`src/core/menu_led_pkg.sv`:
```
// Package: constants and types for the menu access and status lamp block
package menu_led_pkg;

    // ==========================================
    // Timing
    localparam int unsigned CLK_HZ            = 10_000_000;
    localparam int unsigned HEARTBEAT_S       = 5;
    localparam int unsigned HEARTBEAT_CYC     = CLK_HZ * HEARTBEAT_S;
    localparam int unsigned TRIG_LONG_S       = 15;
    localparam int unsigned TRIG_LONG_CYC     = CLK_HZ * TRIG_LONG_S;
    localparam int unsigned FLASH_MS          = 250;
    localparam int unsigned FLASH_CYC         = (CLK_HZ / 1000) * FLASH_MS;
    localparam int unsigned BLINK_MS          = 500;
    localparam int unsigned BLINK_CYC         = (CLK_HZ / 1000) * BLINK_MS;
    localparam int unsigned ACCEPT_FLASHES    = 2;
    localparam int unsigned STROKE_UL         = 160;

    // ==========================================
    // Field positions and widths
    localparam int unsigned FAULT_CARTRIDGE   = 0;
    localparam int unsigned FAULT_OVERPRESS   = 1;
    localparam int unsigned FAULT_UNDERVOLT   = 2;
    localparam int unsigned FAULT_FATAL       = 3;
    localparam int unsigned FAULT_W           = 4;
    localparam int unsigned IRQ_W             = 4;
    localparam int unsigned IRQ_TRIG_LONG     = 0;
    localparam int unsigned IRQ_FAULT         = 1;
    localparam int unsigned IRQ_DENIED        = 2;
    localparam int unsigned IRQ_ACCEPT        = 3;

    // ==========================================
    // Register offsets (byte addresses)
    localparam logic [11:0] REG_CTRL          = 12'h000;
    localparam logic [11:0] REG_STATUS        = 12'h004;
    localparam logic [11:0] REG_IRQ_STAT      = 12'h008;
    localparam logic [11:0] REG_IRQ_MASK      = 12'h00C;
    localparam logic [11:0] REG_STROKES       = 12'h010;
    localparam logic [31:0] CTRL_RESET        = 32'h0000_0000;
    localparam logic [31:0] MASK_RESET        = 32'h0000_0000;

    typedef enum logic [1:0] {
        MODE_HOURLY,
        MODE_DRAIN,
        MODE_EXTERNAL
    } op_mode_t;

    typedef enum logic [2:0] {
        MENU_NONE,
        MENU_OVERVIEW,
        MENU_CONFIG,
        MENU_MANUAL,
        MENU_EDIT,
        MENU_PRIMING
    } menu_sel_t;

    // Lamps travel together
    typedef struct packed {
        logic red;
        logic yellow;
        logic green;
    } lamps_t;

    // Sync'ed pin events
    typedef struct packed {
        logic keyRise;
        logic trigRise;
        logic trigLevel;
    } pin_evt_t;

endpackage : menu_led_pkg

```
`src/core/menu_access_status_led_control.sv`:
```
// Menu gating, lamp drive and APB registers for the lubricator panel
module menu_access_status_led_control #(
    parameter int unsigned HEARTBEAT_CYC = menu_led_pkg::HEARTBEAT_CYC,
    parameter int unsigned TRIG_LONG_CYC = menu_led_pkg::TRIG_LONG_CYC,
    parameter int unsigned FLASH_CYC     = menu_led_pkg::FLASH_CYC,
    parameter int unsigned BLINK_CYC     = menu_led_pkg::BLINK_CYC
) (
    input  wire logic                               core_clk,
    input  wire logic                               resetn,
    input  wire logic                               psel,
    input  wire logic                               penable,
    input  wire logic                               pwrite,
    input  wire logic [11:0]                        paddr,
    input  wire logic [31:0]                        pwdata,
    input  wire logic [3:0]                         pstrb,
    output logic      [31:0]                        prdata,
    output logic                                    pready,
    output logic                                    pslverr,
    input  wire logic                               keyTouch,
    input  wire logic                               extTrigger,
    input  wire logic [menu_led_pkg::FAULT_W-1:0]   faultFlags,
    input  wire logic                               dispenseActive,
    output menu_led_pkg::lamps_t                    lamps,
    output logic                                    displayFlash,
    output logic                                    strokeReq,
    output logic                                    trigTooLong,
    output logic                                    modeBlink,
    output logic                                    irq
);

    // ==========================================
    // Pin synchronisers
    menu_led_pkg::pin_evt_t pins;

    pin_sync u_key (.clk(core_clk), .resetn(resetn), .pinIn(keyTouch), .level(), .rise(pins.keyRise));
    pin_sync u_trig (.clk(core_clk), .resetn(resetn), .pinIn(extTrigger), .level(pins.trigLevel),
                     .rise(pins.trigRise));

    // ==========================================
    // Register file
    // CTRL: [0] on, [3:1] menu request (write starts request), [5:4] mode, [6] cart 250,
    //       [7] key exit, [8] value confirm, [9] manual dispense, [12:10] prime strokes
    logic [31:0] ctrl_q;
    logic [31:0] mask_q;
    logic [31:0] irqStat_q;
    logic [15:0] strokes_q;
    logic        menuReq_q;
    logic        confirmReq_q;
    logic        manualReq_q;
    logic accessPhase;
    logic wrCtrl;
    logic rdIrq;
    assign accessPhase = psel & penable;
    assign wrCtrl      = accessPhase & pwrite & (paddr == menu_led_pkg::REG_CTRL);
    assign rdIrq       = accessPhase & ~pwrite & (paddr == menu_led_pkg::REG_IRQ_STAT);

    function automatic logic [31:0] merge_bytes(input logic [31:0] old, input logic [31:0] nw,
                                                input logic [3:0] strb);
        logic [31:0] r;
        r = old;
        for (int i = 0; i < 4; i++) begin
            if (strb[i]) begin
                r[i*8 +: 8] = nw[i*8 +: 8];
            end
        end
        return r;
    endfunction : merge_bytes

    function automatic logic mapped(input logic [11:0] a);
        return (a == menu_led_pkg::REG_CTRL) || (a == menu_led_pkg::REG_STATUS) ||
               (a == menu_led_pkg::REG_IRQ_STAT) || (a == menu_led_pkg::REG_IRQ_MASK) ||
               (a == menu_led_pkg::REG_STROKES);
    endfunction : mapped

    // Control register; pulse bits are self clearing
    always_ff @(posedge core_clk or negedge resetn) begin
        if (!resetn) begin
            ctrl_q       <= menu_led_pkg::CTRL_RESET;
            menuReq_q    <= 1'b0;
            confirmReq_q <= 1'b0;
            manualReq_q  <= 1'b0;
        end else if (wrCtrl) begin
            ctrl_q       <= merge_bytes(ctrl_q, pwdata, pstrb) & 32'hFFFF_FC7F;
            menuReq_q    <= pstrb[0];
            confirmReq_q <= pstrb[1] & pwdata[8];
            manualReq_q  <= pstrb[1] & pwdata[9];
        end else begin
            menuReq_q    <= 1'b0;
            confirmReq_q <= 1'b0;
            manualReq_q  <= 1'b0;
        end
    end

    always_ff @(posedge core_clk or negedge resetn) begin
        if (!resetn) begin
            mask_q <= menu_led_pkg::MASK_RESET;
        end else if (accessPhase & pwrite & (paddr == menu_led_pkg::REG_IRQ_MASK)) begin
            mask_q <= merge_bytes(mask_q, pwdata, pstrb) & 32'h0000_000F;
        end
    end
    logic        unitOn;
    logic        keyExit;
    logic [2:0]  menuCode;
    logic [1:0]  modeCode;
    logic        externalMode;
    assign unitOn       = ctrl_q[0];
    assign menuCode     = ctrl_q[3:1];
    assign modeCode     = ctrl_q[5:4];
    assign externalMode = (modeCode == menu_led_pkg::MODE_EXTERNAL);
    assign keyExit      = wrCtrl & pstrb[0] & pwdata[7];

    // ==========================================
    // Menu state machine
    menu_led_pkg::menu_sel_t menu_q;
    menu_led_pkg::menu_sel_t menu_d;
    logic                    keySeen_q;
    logic                    denied;
    logic                    granted;

    always_comb begin
        menu_d  = menu_q;
        denied  = 1'b0;
        granted = 1'b0;
        if (keyExit) begin
            menu_d = menu_led_pkg::MENU_NONE;
        end else if (menuReq_q & keySeen_q) begin
            unique case (menuCode)
                3'd1:    granted = ~unitOn;
                3'd2:    granted = ~unitOn;
                3'd3:    granted = unitOn;
                3'd4:    granted = unitOn;
                3'd5:    granted = unitOn;
                default: granted = 1'b0;
            endcase
            denied = ~granted & (menuCode != 3'd0);
            if (granted) begin
                menu_d = menu_led_pkg::menu_sel_t'(menuCode);
            end else if (menuCode == 3'd0) begin
                menu_d = menu_led_pkg::MENU_NONE;
            end
        end else if (menu_q != menu_led_pkg::MENU_NONE &&
                     (menu_q == menu_led_pkg::MENU_OVERVIEW || menu_q == menu_led_pkg::MENU_CONFIG) == unitOn) begin
            menu_d = menu_led_pkg::MENU_NONE;
        end
    end

    always_ff @(posedge core_clk or negedge resetn) begin
        if (!resetn) begin
            menu_q <= menu_led_pkg::MENU_NONE;
        end else begin
            menu_q <= menu_d;
        end
    end

    always_ff @(posedge core_clk or negedge resetn) begin
        if (!resetn) begin
            keySeen_q <= 1'b0;
        end else if (pins.keyRise) begin
            keySeen_q <= 1'b1;
        end else if (keyExit) begin
            keySeen_q <= 1'b0;
        end
    end

    // ==========================================
    // Stroke requests
    logic [2:0]  primeLeft_q;
    logic        primeStart;
    logic        primeStroke;
    assign primeStart  = (menu_q == menu_led_pkg::MENU_PRIMING) & manualReq_q;
    assign primeStroke = (primeLeft_q != 3'd0) & ~dispenseActive & ~strokeReq;

    always_ff @(posedge core_clk or negedge resetn) begin
        if (!resetn) begin
            primeLeft_q <= 3'd0;
        end else if (primeStart) begin
            primeLeft_q <= ctrl_q[12:10];
        end else if (primeStroke) begin
            primeLeft_q <= primeLeft_q - 3'd1;
        end
    end

    always_ff @(posedge core_clk or negedge resetn) begin
        if (!resetn) begin
            strokeReq <= 1'b0;
            strokes_q <= 16'h0000;
        end else begin
            strokeReq <= (externalMode & unitOn & pins.trigRise) |
                         ((menu_q == menu_led_pkg::MENU_MANUAL) & manualReq_q) | primeStroke;
            if (strokeReq) begin
                strokes_q <= strokes_q + 16'h0001;
            end
        end
    end

    // ==========================================
    // Timers
    logic [31:0] beatCnt_q;
    logic [31:0] trigCnt_q;
    logic [31:0] flashCnt_q;
    logic [31:0] blinkCnt_q;
    logic [2:0]  flashPhase_q;
    logic        blink_q;
    logic        beatPulse;
    logic [3:0]  faultLevel;
    assign beatPulse = (beatCnt_q < 32'(FLASH_CYC));

    always_ff @(posedge core_clk or negedge resetn) begin
        if (!resetn) begin
            beatCnt_q <= 32'h0000_0000;
        end else if (!unitOn || beatCnt_q == 32'(HEARTBEAT_CYC - 1)) begin
            beatCnt_q <= 32'h0000_0000;
        end else begin
            beatCnt_q <= beatCnt_q + 32'h0000_0001;
        end
    end

    always_ff @(posedge core_clk or negedge resetn) begin
        if (!resetn) begin
            trigCnt_q   <= 32'h0000_0000;
            trigTooLong <= 1'b0;
        end else if (!(externalMode & pins.trigLevel)) begin
            trigCnt_q   <= 32'h0000_0000;
            trigTooLong <= 1'b0;
        end else if (trigCnt_q >= 32'(TRIG_LONG_CYC - 1)) begin
            trigTooLong <= 1'b1;
        end else begin
            trigCnt_q <= trigCnt_q + 32'h0000_0001;
        end
    end

    always_ff @(posedge core_clk or negedge resetn) begin
        if (!resetn) begin
            blinkCnt_q <= 32'h0000_0000;
            blink_q    <= 1'b0;
        end else if (blinkCnt_q == 32'(BLINK_CYC - 1)) begin
            blinkCnt_q <= 32'h0000_0000;
            blink_q    <= ~blink_q;
        end else begin
            blinkCnt_q <= blinkCnt_q + 32'h0000_0001;
        end
    end

    // two flashes on confirm; phases on, off, on, off
    always_ff @(posedge core_clk or negedge resetn) begin
        if (!resetn) begin
            flashCnt_q   <= 32'h0000_0000;
            flashPhase_q <= 3'd0;
        end else if (confirmReq_q & (menu_q == menu_led_pkg::MENU_EDIT || menu_q == menu_led_pkg::MENU_CONFIG)) begin
            flashCnt_q   <= 32'h0000_0000;
            flashPhase_q <= 3'(2 * menu_led_pkg::ACCEPT_FLASHES);
        end else if (flashPhase_q != 3'd0) begin
            if (flashCnt_q == 32'(FLASH_CYC - 1)) begin
                flashCnt_q   <= 32'h0000_0000;
                flashPhase_q <= flashPhase_q - 3'd1;
            end else begin
                flashCnt_q <= flashCnt_q + 32'h0000_0001;
            end
        end
    end

    // ==========================================
    // Lamps
    logic acceptFlash;
    assign acceptFlash = flashPhase_q[0] == 1'b0 && flashPhase_q != 3'd0;
    // any fault code is an error
    assign faultLevel  = faultFlags;

    always_ff @(posedge core_clk or negedge resetn) begin
        if (!resetn) begin
            lamps        <= '0;
            displayFlash <= 1'b0;
            modeBlink    <= 1'b0;
        end else begin
            lamps.red    <= |faultLevel;
            lamps.yellow <= keySeen_q;
            if (flashPhase_q != 3'd0) begin
                lamps.green <= acceptFlash;
            end else if (dispenseActive) begin
                lamps.green <= 1'b1;
            end else if (keySeen_q & (menu_q == menu_led_pkg::MENU_EDIT || menu_q == menu_led_pkg::MENU_CONFIG)) begin
                lamps.green <= 1'b1;
            end else begin
                lamps.green <= unitOn & ~(|faultLevel) & beatPulse;
            end
            displayFlash <= acceptFlash;
            modeBlink    <= externalMode & pins.trigLevel & blink_q;
        end
    end

    // ==========================================
    // Interrupts: set wins over read clear
    logic [3:0] irqEvt;
    assign irqEvt = {flashPhase_q == 3'(2 * menu_led_pkg::ACCEPT_FLASHES) & flashCnt_q == 32'h0000_0000,
                     denied, |faultLevel, trigTooLong};

    always_ff @(posedge core_clk or negedge resetn) begin
        if (!resetn) begin
            irqStat_q <= 32'h0000_0000;
        end else begin
            irqStat_q <= (rdIrq ? 32'h0000_0000 : irqStat_q) | {28'h000_0000, irqEvt};
        end
    end

    assign irq = |(irqStat_q & mask_q);

    // ==========================================
    // APB read path; zero wait states
    always_comb begin
        unique case (paddr)
            menu_led_pkg::REG_CTRL:     prdata = ctrl_q;
            menu_led_pkg::REG_STATUS:   prdata = {19'h0_0000, trigTooLong, faultLevel, lamps,
                                                  keySeen_q, menu_q, unitOn};
            menu_led_pkg::REG_IRQ_STAT: prdata = irqStat_q;
            menu_led_pkg::REG_IRQ_MASK: prdata = mask_q;
            menu_led_pkg::REG_STROKES:  prdata = {16'h0000, strokes_q};
            default:                    prdata = 32'h0000_0000;
        endcase
    end

    assign pready  = 1'b1;
    // writes accepted in on and off alike
    assign pslverr = accessPhase & ~mapped(paddr);

endmodule : menu_access_status_led_control

```
`src/core/pin_sync.sv`:
```
// Two-flop synchroniser with rising edge detect
module pin_sync (
    input  wire logic clk,
    input  wire logic resetn,
    input  wire logic pinIn,
    output logic      level,
    output logic      rise
);
    logic meta_q;
    logic sync_q;
    logic prev_q;

    // First flop feeds only the second one
    always_ff @(posedge clk or negedge resetn) begin
        if (!resetn) begin
            meta_q <= 1'b0;
            sync_q <= 1'b0;
            prev_q <= 1'b0;
        end else begin
            meta_q <= pinIn;
            sync_q <= meta_q;
            prev_q <= sync_q;
        end
    end

    assign level = sync_q;
    assign rise  = sync_q & ~prev_q;

endmodule : pin_sync

```
`config.mk`:
```
export PLATFORM = sky130hd
export DESIGN_NAME = menu_access_status_led_control
export DESIGN_NICKNAME = d
export VERILOG_FILES = /design/src/core/menu_led_pkg.sv /design/src/core/menu_access_status_led_control.sv /design/src/core/pin_sync.sv
export SDC_FILE = /design/constraint.sdc
export NUM_CORES = 1
export LEC_CHECK = 0
export BUFFER_PORTS_ARGS = -buffer_cell sky130_fd_sc_hd__buf_2
export CAP_MARGIN = 40
export CORE_UTILIZATION = 57
export CTS_BUF_LIST = sky130_fd_sc_hd__clkbuf_16
export CTS_CLUSTER_DIAMETER = 50
export DETAILED_ROUTE_END_ITERATION = 12
export PLACE_DENSITY = 0.82
export SETUP_SLACK_MARGIN = 0.1
export SYNTH_ARGS = -nofsm -noshare
export SYNTH_HDL_FRONTEND = slang
export SYNTH_SLANG_ARGS = --single-unit
```
`constraint.sdc`:
```
create_clock -name core_clk -period 5.1 [get_ports core_clk]
set_input_delay 1.02 -clock core_clk [delete_from_list [all_inputs] [get_ports core_clk]]
set_output_delay 1.02 -clock core_clk [all_outputs]
set_load 0.05 [all_outputs]
```
==> results.json, run 1 <==
{
  "worstPathRequired_ns": 4.08,
  "crit_arrival_ns": 2.71,
  "worstSetupEndpointType": "output pin",
  "power_density_nw_per_um2": 313,
  "num-fill-cells": 1312,
  "syn_nets": 1092,
  "worst_slew_pin_slew_ns": 0.718,
  "ant_nets": 0,
  "wirelength_um": 22400,
  "antenna_found_initial": 1,
  "drt_pass1_iterations": 5,
  "via_per_inst": 5.83,
  "cts.root.buffer_cell": "clkbuf_16",
  "cts-htree-levels": 1,
  "yosys_warnings": 0,
  "status": "finished clean",
  "maxSlewViolCount": 0,
  "synthArstFlopShare_pct": 100,
  "fmax_mhz": 268,
  "cp-endpoint": "prdata[1]",
  "io_pins": 102,
  "ys_types": 63,
  "ys_seq_area_share_pct": 50.6,
  "path_buf_inv": 2,
  "startpoint_type": "primary input",
  "cp_common_cell": "buf_2",
  "fin_ws_ns": 1.37,
  "worst-setup-path-type": "in -> out",
  "multi_input_area_sq_um": 4840,
  "final_util_pct": 67.7,
  "skew_ns": 0.0304,
  "initial_core_util_pct": 58.8,
  "grt_max_degree": 94,
  "clockBufferDepth": 3,
  "ir_worst_vdd_mv": 0.344,
  "cts-resized-gates": 0,
  "grt_pass1_vias": 7665,
  "min_period_ns": 3.73,
  "worst-r2r-setup-slack_ns": 2.47,
  "hpwl_um": 15300,
  "netlist_area_sq_um": 10300,
  "grt_pass1_wl_um": 37000,
  "avgSynthCellArea_sq_um": 10.1,
  "leakage_uw": 0.00546,
  "numPortBuffers": 100,
  "maxCapViolCount": 0,
  "cts_tree": "built",
  "cts_hold_buf": 0,
  "nets": 1192,
  "globalRoute.totalOverflow": 0,
  "fin_tns_setup_ns": 0,
  "rsz0062_at_grt": "no",
  "clkLatencyLatePin_ns": 0.54,
  "core-area_sq_um": 17500,
  "final-hold-violation-count": 0,
  "cp.depth": 7,
  "place_congestion": 0.904,
  "drt_iter0_drc": 514,
  "die_area_sq_um": 18600,
  "worstPathCellList": "buf_2 > nor4_1 > and3b_1 > and3_1 > nand2_1 > o221ai_1 > buf_2",
  "min-delay-path-class": "reg -> reg",
  "post_drt_wl_per_cell_um": 16.4,
  "layout-drive-gt1-share_pct": 16.4,
  "path_delay_family": "simple AND/OR/NAND/NOR gates",
  "cts.sinks": 208,
  "dpl_worst_slack_ns": 1.41,
  "drc": 0,
  "synthCells": 1022,
  "grt_usage_pct": 24.8,
  "cp_max_fo": 17,
  "critPathSlowestCell": "and3_1",
  "regArea_sq_um": 5200,
  "synth_edf_count": 0,
  "slowest_delay_ns": 0.52,
  "cts-buffers-inserted": 24,
  "num_vias": 7963,
  "std_cell_rows": 48,
  "worstReg2RegStart": "trigCnt_q[26]",
  "critPathLaunch": "paddr[1]",
  "clk_pin_slew_ns": 0.06,
  "syn_to_final_growth_pct": 15.0,
  "synth_ff_type": "dfrtp_1",
  "fp.dieH_um": 136,
  "period_share_pct": 73.1,
  "setup-violations-final": 0,
  "post_cts_buffers": 0,
  "r2r_cells": 7,
  "slew_headroom_pct": 51.8,
  "rr_endpoint": "trigCnt_q[15]",
  "ys_ff_latch": 208,
  "die_w_um": 136
}
==> sequential cells by signal (all words and copies together) (netlist names), 3 cells and up <==
name	count
flashCnt_q	32
beatCnt_q	32
blinkCnt_q	32
lamps	3
mask_q	4
strokes_q	16
trigCnt_q	32
irqStat_q	4
ctrl_q	29
flashPhase_q	3
menu_q	3
primeLeft_q	3
==> worst min-delay path by stage <==
stage | endpoint | from | slack [ns] | cells past startpoint
3_3_place_gp | u_key.level | u_key.meta_q | 0.33 | 0
6_report | u_trig.level | u_trig.meta_q | 0.35 | 0
5_1_grt | u_trig.level | u_trig.meta_q | 0.37 | 0
4_1_cts | u_trig.level | u_trig.meta_q | 0.35 | 0
3_5_place_dp | u_trig.level | u_trig.meta_q | 0.34 | 0
2_1_floorplan | u_key.level | u_key.meta_q | 0.33 | 0
==> layout by cell type, fill, tap and decap left out, types with 9 or more instances in the layout <==
cell type  instances
nor3_1            23
nand2_1           82
o21ai_0           16
a21oi_1           26
xor2_1            56
clkbuf_16         24
nand4_1           33
nor2_1           135
xnor2_1           61
nor4_1            28
inv_1             33
o211ai_1          10
or3_1             10
and3_1            24
mux2_2            33
mux2i_1           17
nand3_1           53
or4_1              9
dfrtp_1          208
ha_1              10
and2_1            31
buf_2             99
==> Yosys cell counts, types with 5 or more instances <==
cell type | n | share of area [%]
o211ai_1 | 10 | 0.73
buf_2 | 5 | 0.24
xnor2_1 | 61 | 5.2
o31ai_1 | 6 | 0.44
nor2_1 | 135 | 4.9
or3_1 | 10 | 0.61
nor2b_1 | 5 | 0.30
nand2b_1 | 5 | 0.30
dfrtp_1 | 208 | 51
mux2_2 | 33 | 3.6
nand3_1 | 53 | 2.6
or4_1 | 9 | 0.66
nand2_1 | 82 | 3.0
mux2i_1 | 17 | 1.7
o21a_1 | 7 | 0.51
nor4_1 | 28 | 1.7
inv_1 | 27 | 0.99
nand4_1 | 33 | 2.0
xor2_1 | 56 | 4.8
and3_1 | 24 | 1.5
and4_1 | 7 | 0.60
and2_1 | 31 | 1.9
a21oi_1 | 26 | 1.3
clkbuf_1 | 25 | 0.91
ha_1 | 10 | 1.2
nor3_1 | 23 | 1.1
a22o_1 | 8 | 0.68
o21ai_0 | 16 | 0.78
o21ai_1 | 7 | 0.34
==> worst reg2reg max path: stages, from the launching register on <==
cell and delay (ns):
dfrtp_1 0.41, nor3_1 0.38, nand2_1 0.12, a21oi_2 0.57
o211ai_1 0.33, buf_4 0.25, or3_1 0.34, a21oi_1 0.15
==> cell type report <==
class,instances,area share (%)
Multi-Input combinational cell,754,40.9
Inverter,28,0.889
Clock inverter,20,1.50
Antenna cell,1,0.0212
Clock buffer,24,5.08
Tap cell,225,2.38
Sequential cell,208,44.0
Timing Repair Buffer,106,5.19
==> per-layer routing <==
metal,up-vias,part of all wire (%),track usage (%)
li1,3788,-,-
met1,3940,45,34.5
met2,191,48,40.4
met3,44,4.6,4.44
met4,0,2.2,5.93
met5,-,0,0
==> logic make-up (layout without fill, tap and decap cells) <==
| family | Yosys count | in the layout | synth area share [%] |
|---|---|---|---|
| adders and majority gates | 10 | 10 | 1.22 |
| xor gates and xnor gates | 117 | 117 | 9.97 |
| AOI/OAI and AO/OA | 107 | 107 | 7.19 |
| DFF | 208 | 208 | 50.6 |
| and+or+nand+nor | 469 | 469 | 23.4 |
| buffers and inverters | 60 | 178 | 2.29 |
| muxes | 50 | 50 | 5.27 |
| other | 1 | 2 | 0.0365 |
==> where the power goes <==
| group | switching, uW | total, uW | internal (uW) |
|---|---|---|---|
| combinational | 135 | 240 | 105 |
| sequential | 74.6 | 1790 | 1720 |
| clock | 698 | 1670 | 969 |
| total | 908 | 3700 | 2790 |
==> through the flow <==
| stage | instance area (sq um) | total power, uW | instances | hold WS (ns) |
|---|---|---|---|---|
| 4_1_cts | 11800 | 3710 | 1365 | 0.352 |
| 5_1_grt | 11800 | 3820 | 1366 | 0.367 |
| 6_report | 11800 | 3700 | 1366 | 0.352 |
| 2_1_floorplan | 10300 | 1950 | 1022 | 0.331 |
| 3_3_place_gp | 11000 | 2040 | 1317 | 0.334 |
| 3_5_place_dp | 11000 | 2050 | 1321 | 0.339 |
(Power assumes the default switching activity.)
==> run 2: changes to the inputs <==
- CORE_UTILIZATION: 57 -> 54
- clock period: 5.1 -> 3.3 ns (I/O delays scaled with it)
==> run 2 against run 1 <==
Against the previous run: clock-buffer cell count shrank 1; clock power grew 41%; clock skew shrank 0.012 ns; first-iteration DRC count grew 4.1%; combinational power grew 60%; non-clock buffer count grew 7; core utilization shrank 4.8 points; register-to-register slack lost 1.6 ns; design area shrank 0.50%; highest routed layer unchanged; via count grew 0.88%; global-route usage shrank 1.3 points; wire length grew 0.38%.
==> results.json, run 2 (synthesized netlist as in run 1, its figures left out) <==
{
  "status": "finished clean",
  "worstReg2RegStart": "beatCnt_q[0]",
  "drt_pass1_iterations": 5,
  "syn_to_final_growth_pct": 14.5,
  "min_period_ns": 2.99,
  "drt_iter0_drc": 535,
  "skew_ns": 0.0188,
  "die_area_sq_um": 19600,
  "place_congestion": 0.853,
  "wirelength_um": 22400,
  "nets": 1198,
  "worst-setup-path-type": "in -> out",
  "path_delay_family": "simple AND/OR/NAND/NOR gates",
  "clk_pin_slew_ns": 0.06,
  "worstPathCellList": "buf_2 > nor4_1 > and3b_1 > and2b_1 > nor2b_1 > a32o_1 > buf_2",
  "num_vias": 8033,
  "r2r_cells": 6,
  "worstSetupEndpointType": "output pin",
  "hpwl_um": 15600,
  "worstPathRequired_ns": 2.64,
  "cts-resized-gates": 0,
  "grt_usage_pct": 23.5,
  "worst_slew_pin_slew_ns": 0.730,
  "cts.root.buffer_cell": "clkbuf_16",
  "grt_max_degree": 85,
  "final-hold-violation-count": 0,
  "initial_core_util_pct": 55.0,
  "total_power_uw": 5500,
  "io_pins": 102,
  "post_cts_buffers": 0,
  "comb_power_share_pct": 7.0,
  "std_cell_rows": 50,
  "via_per_inst": 5.84,
  "cp_max_fo": 6,
  "cp_common_cell": "buf_2",
  "min-delay-path-class": "in -> async",
  "slowest_delay_ns": 0.36,
  "num-fill-cells": 1465,
  "worst-r2r-setup-slack_ns": 0.89,
  "grt_pass1_vias": 7886,
  "leakage_uw": 0.00544,
  "final_util_pct": 62.9,
  "rsz0062_at_grt": "no",
  "grt_pass1_wl_um": 38100,
  "cts-buffers-inserted": 23,
  "die_w_um": 140,
  "ir_worst_vdd_mv": 0.474,
  "switching_share_pct": 24.4,
  "path_buf_inv": 2,
  "clockBufferDepth": 3,
  "final_cell_mix": "dfrtp_1 (208), nor2_1 (135), buf_2 (99)",
  "fp.dieH_um": 140,
  "power_density_nw_per_um2": 467,
  "p_switching_uw": 1340,
  "final_common_cell": "dfrtp_1",
  "maxSlewViolCount": 0,
  "fmax_mhz": 335,
  "internal_power_uw": 4160,
  "startpoint_type": "primary input",
  "numPortBuffers": 100,
  "layout-drive-gt1-share_pct": 16.8,
  "ant_nets": 0,
  "critPathSlowestCell": "nor4_1",
  "cts_tree": "built",
  "core-area_sq_um": 18700,
  "maxCapViolCount": 0,
  "p_seq_share_pct": 50.4,
  "cts.sinks": 208,
  "drc": 0,
  "setup-violations-final": 0,
  "period_share_pct": 90.5,
  "rr_endpoint": "beatCnt_q[10]",
  "cts_hold_buf": 0,
  "post_drt_wl_per_cell_um": 16.3,
  "p_clk_share_pct": 42.7,
  "globalRoute.totalOverflow": 0,
  "cts-htree-levels": 1,
  "antenna_found_initial": 1,
  "crit_arrival_ns": 2.33,
  "clkLatencyLatePin_ns": 0.52,
  "antenna_cells": 0,
  "slew_headroom_pct": 51.0
}
==> run 2: cell types whose count changed in the layout (fill, tap and decap cells not counted), moves of 2 or more <==
cell     change
buf_16       -2
buf_4        +9
inv_1        -3
o21ai_0      -4
o21ai_1      +4
==> run 2: final cells by class <==
class,instances,area [sq um],share of cell area (%)
inverters,28,105,0.893
multi-input cells,754,4850,41.2
well taps,234,293,2.49
flip-flops and latches,208,5200,44.2
repair buffers,113,632,5.37
clock buffers,23,576,4.89
clock inverters,15,110,0.936
==> run 2: worst reg2reg max path, stage by stage (launching register included) <==
cell and delay [ns]:
dfrtp_1 0.40, ha_1 0.28, nand4_1 0.26, or4_1 0.67, nand2_1 0.21, buf_4 0.33, nor2_1 0.13
==> run 2: how the worst max path moves through the flow <==
stage	start	to	slack (ns)	depth (start not counted)
3_3_place_gp	paddr[1]	prdata[3]	0.38	7
4_1_cts	paddr[9]	prdata[3]	0.23	7
2_1_floorplan	paddr[2]	prdata[11]	-0.04	4
3_5_place_dp	paddr[9]	prdata[3]	0.25	7
5_1_grt	paddr[1]	prdata[2]	0.18	7
6_report	paddr[9]	prdata[8]	0.31	7
==> run 2: layer usage <==
metal / part of all wire [%] / track usage (%)
met5: 0 / 0
met2: 48 / 39.7
met1: 44 / 30.8
met4: 2.6 / 7.35
met3: 5.3 / 4.48
==> run 2: power groups by stage <==
| stage | Sequential [uW] | Combinational [uW] | Clock, uW |
|---|---|---|---|
| 2_1_floorplan | 2790 | 216 | 0 |
| 4_1_cts | 2770 | 389 | 2400 |
| 3_3_place_gp | 2810 | 357 | 0 |
| 5_1_grt | 2790 | 435 | 2490 |
| 6_report | 2770 | 383 | 2350 |
| 3_5_place_dp | 2810 | 385 | 0 |
==> run 2: stage by stage <==
stage	hold slack [ns]	setup TNS, ns	setup slack, ns	std cells	area, sq um
global placement	0.345	0	0.381	1336	11100
finish	0.150	0	0.314	1375	11800
global route	0.207	0	0.180	1375	11800
detailed placement	0.350	0	0.255	1337	11100
floorplan	0.331	-0.0798	-0.0399	1022	10300
CTS	0.189	0	0.235	1375	11800
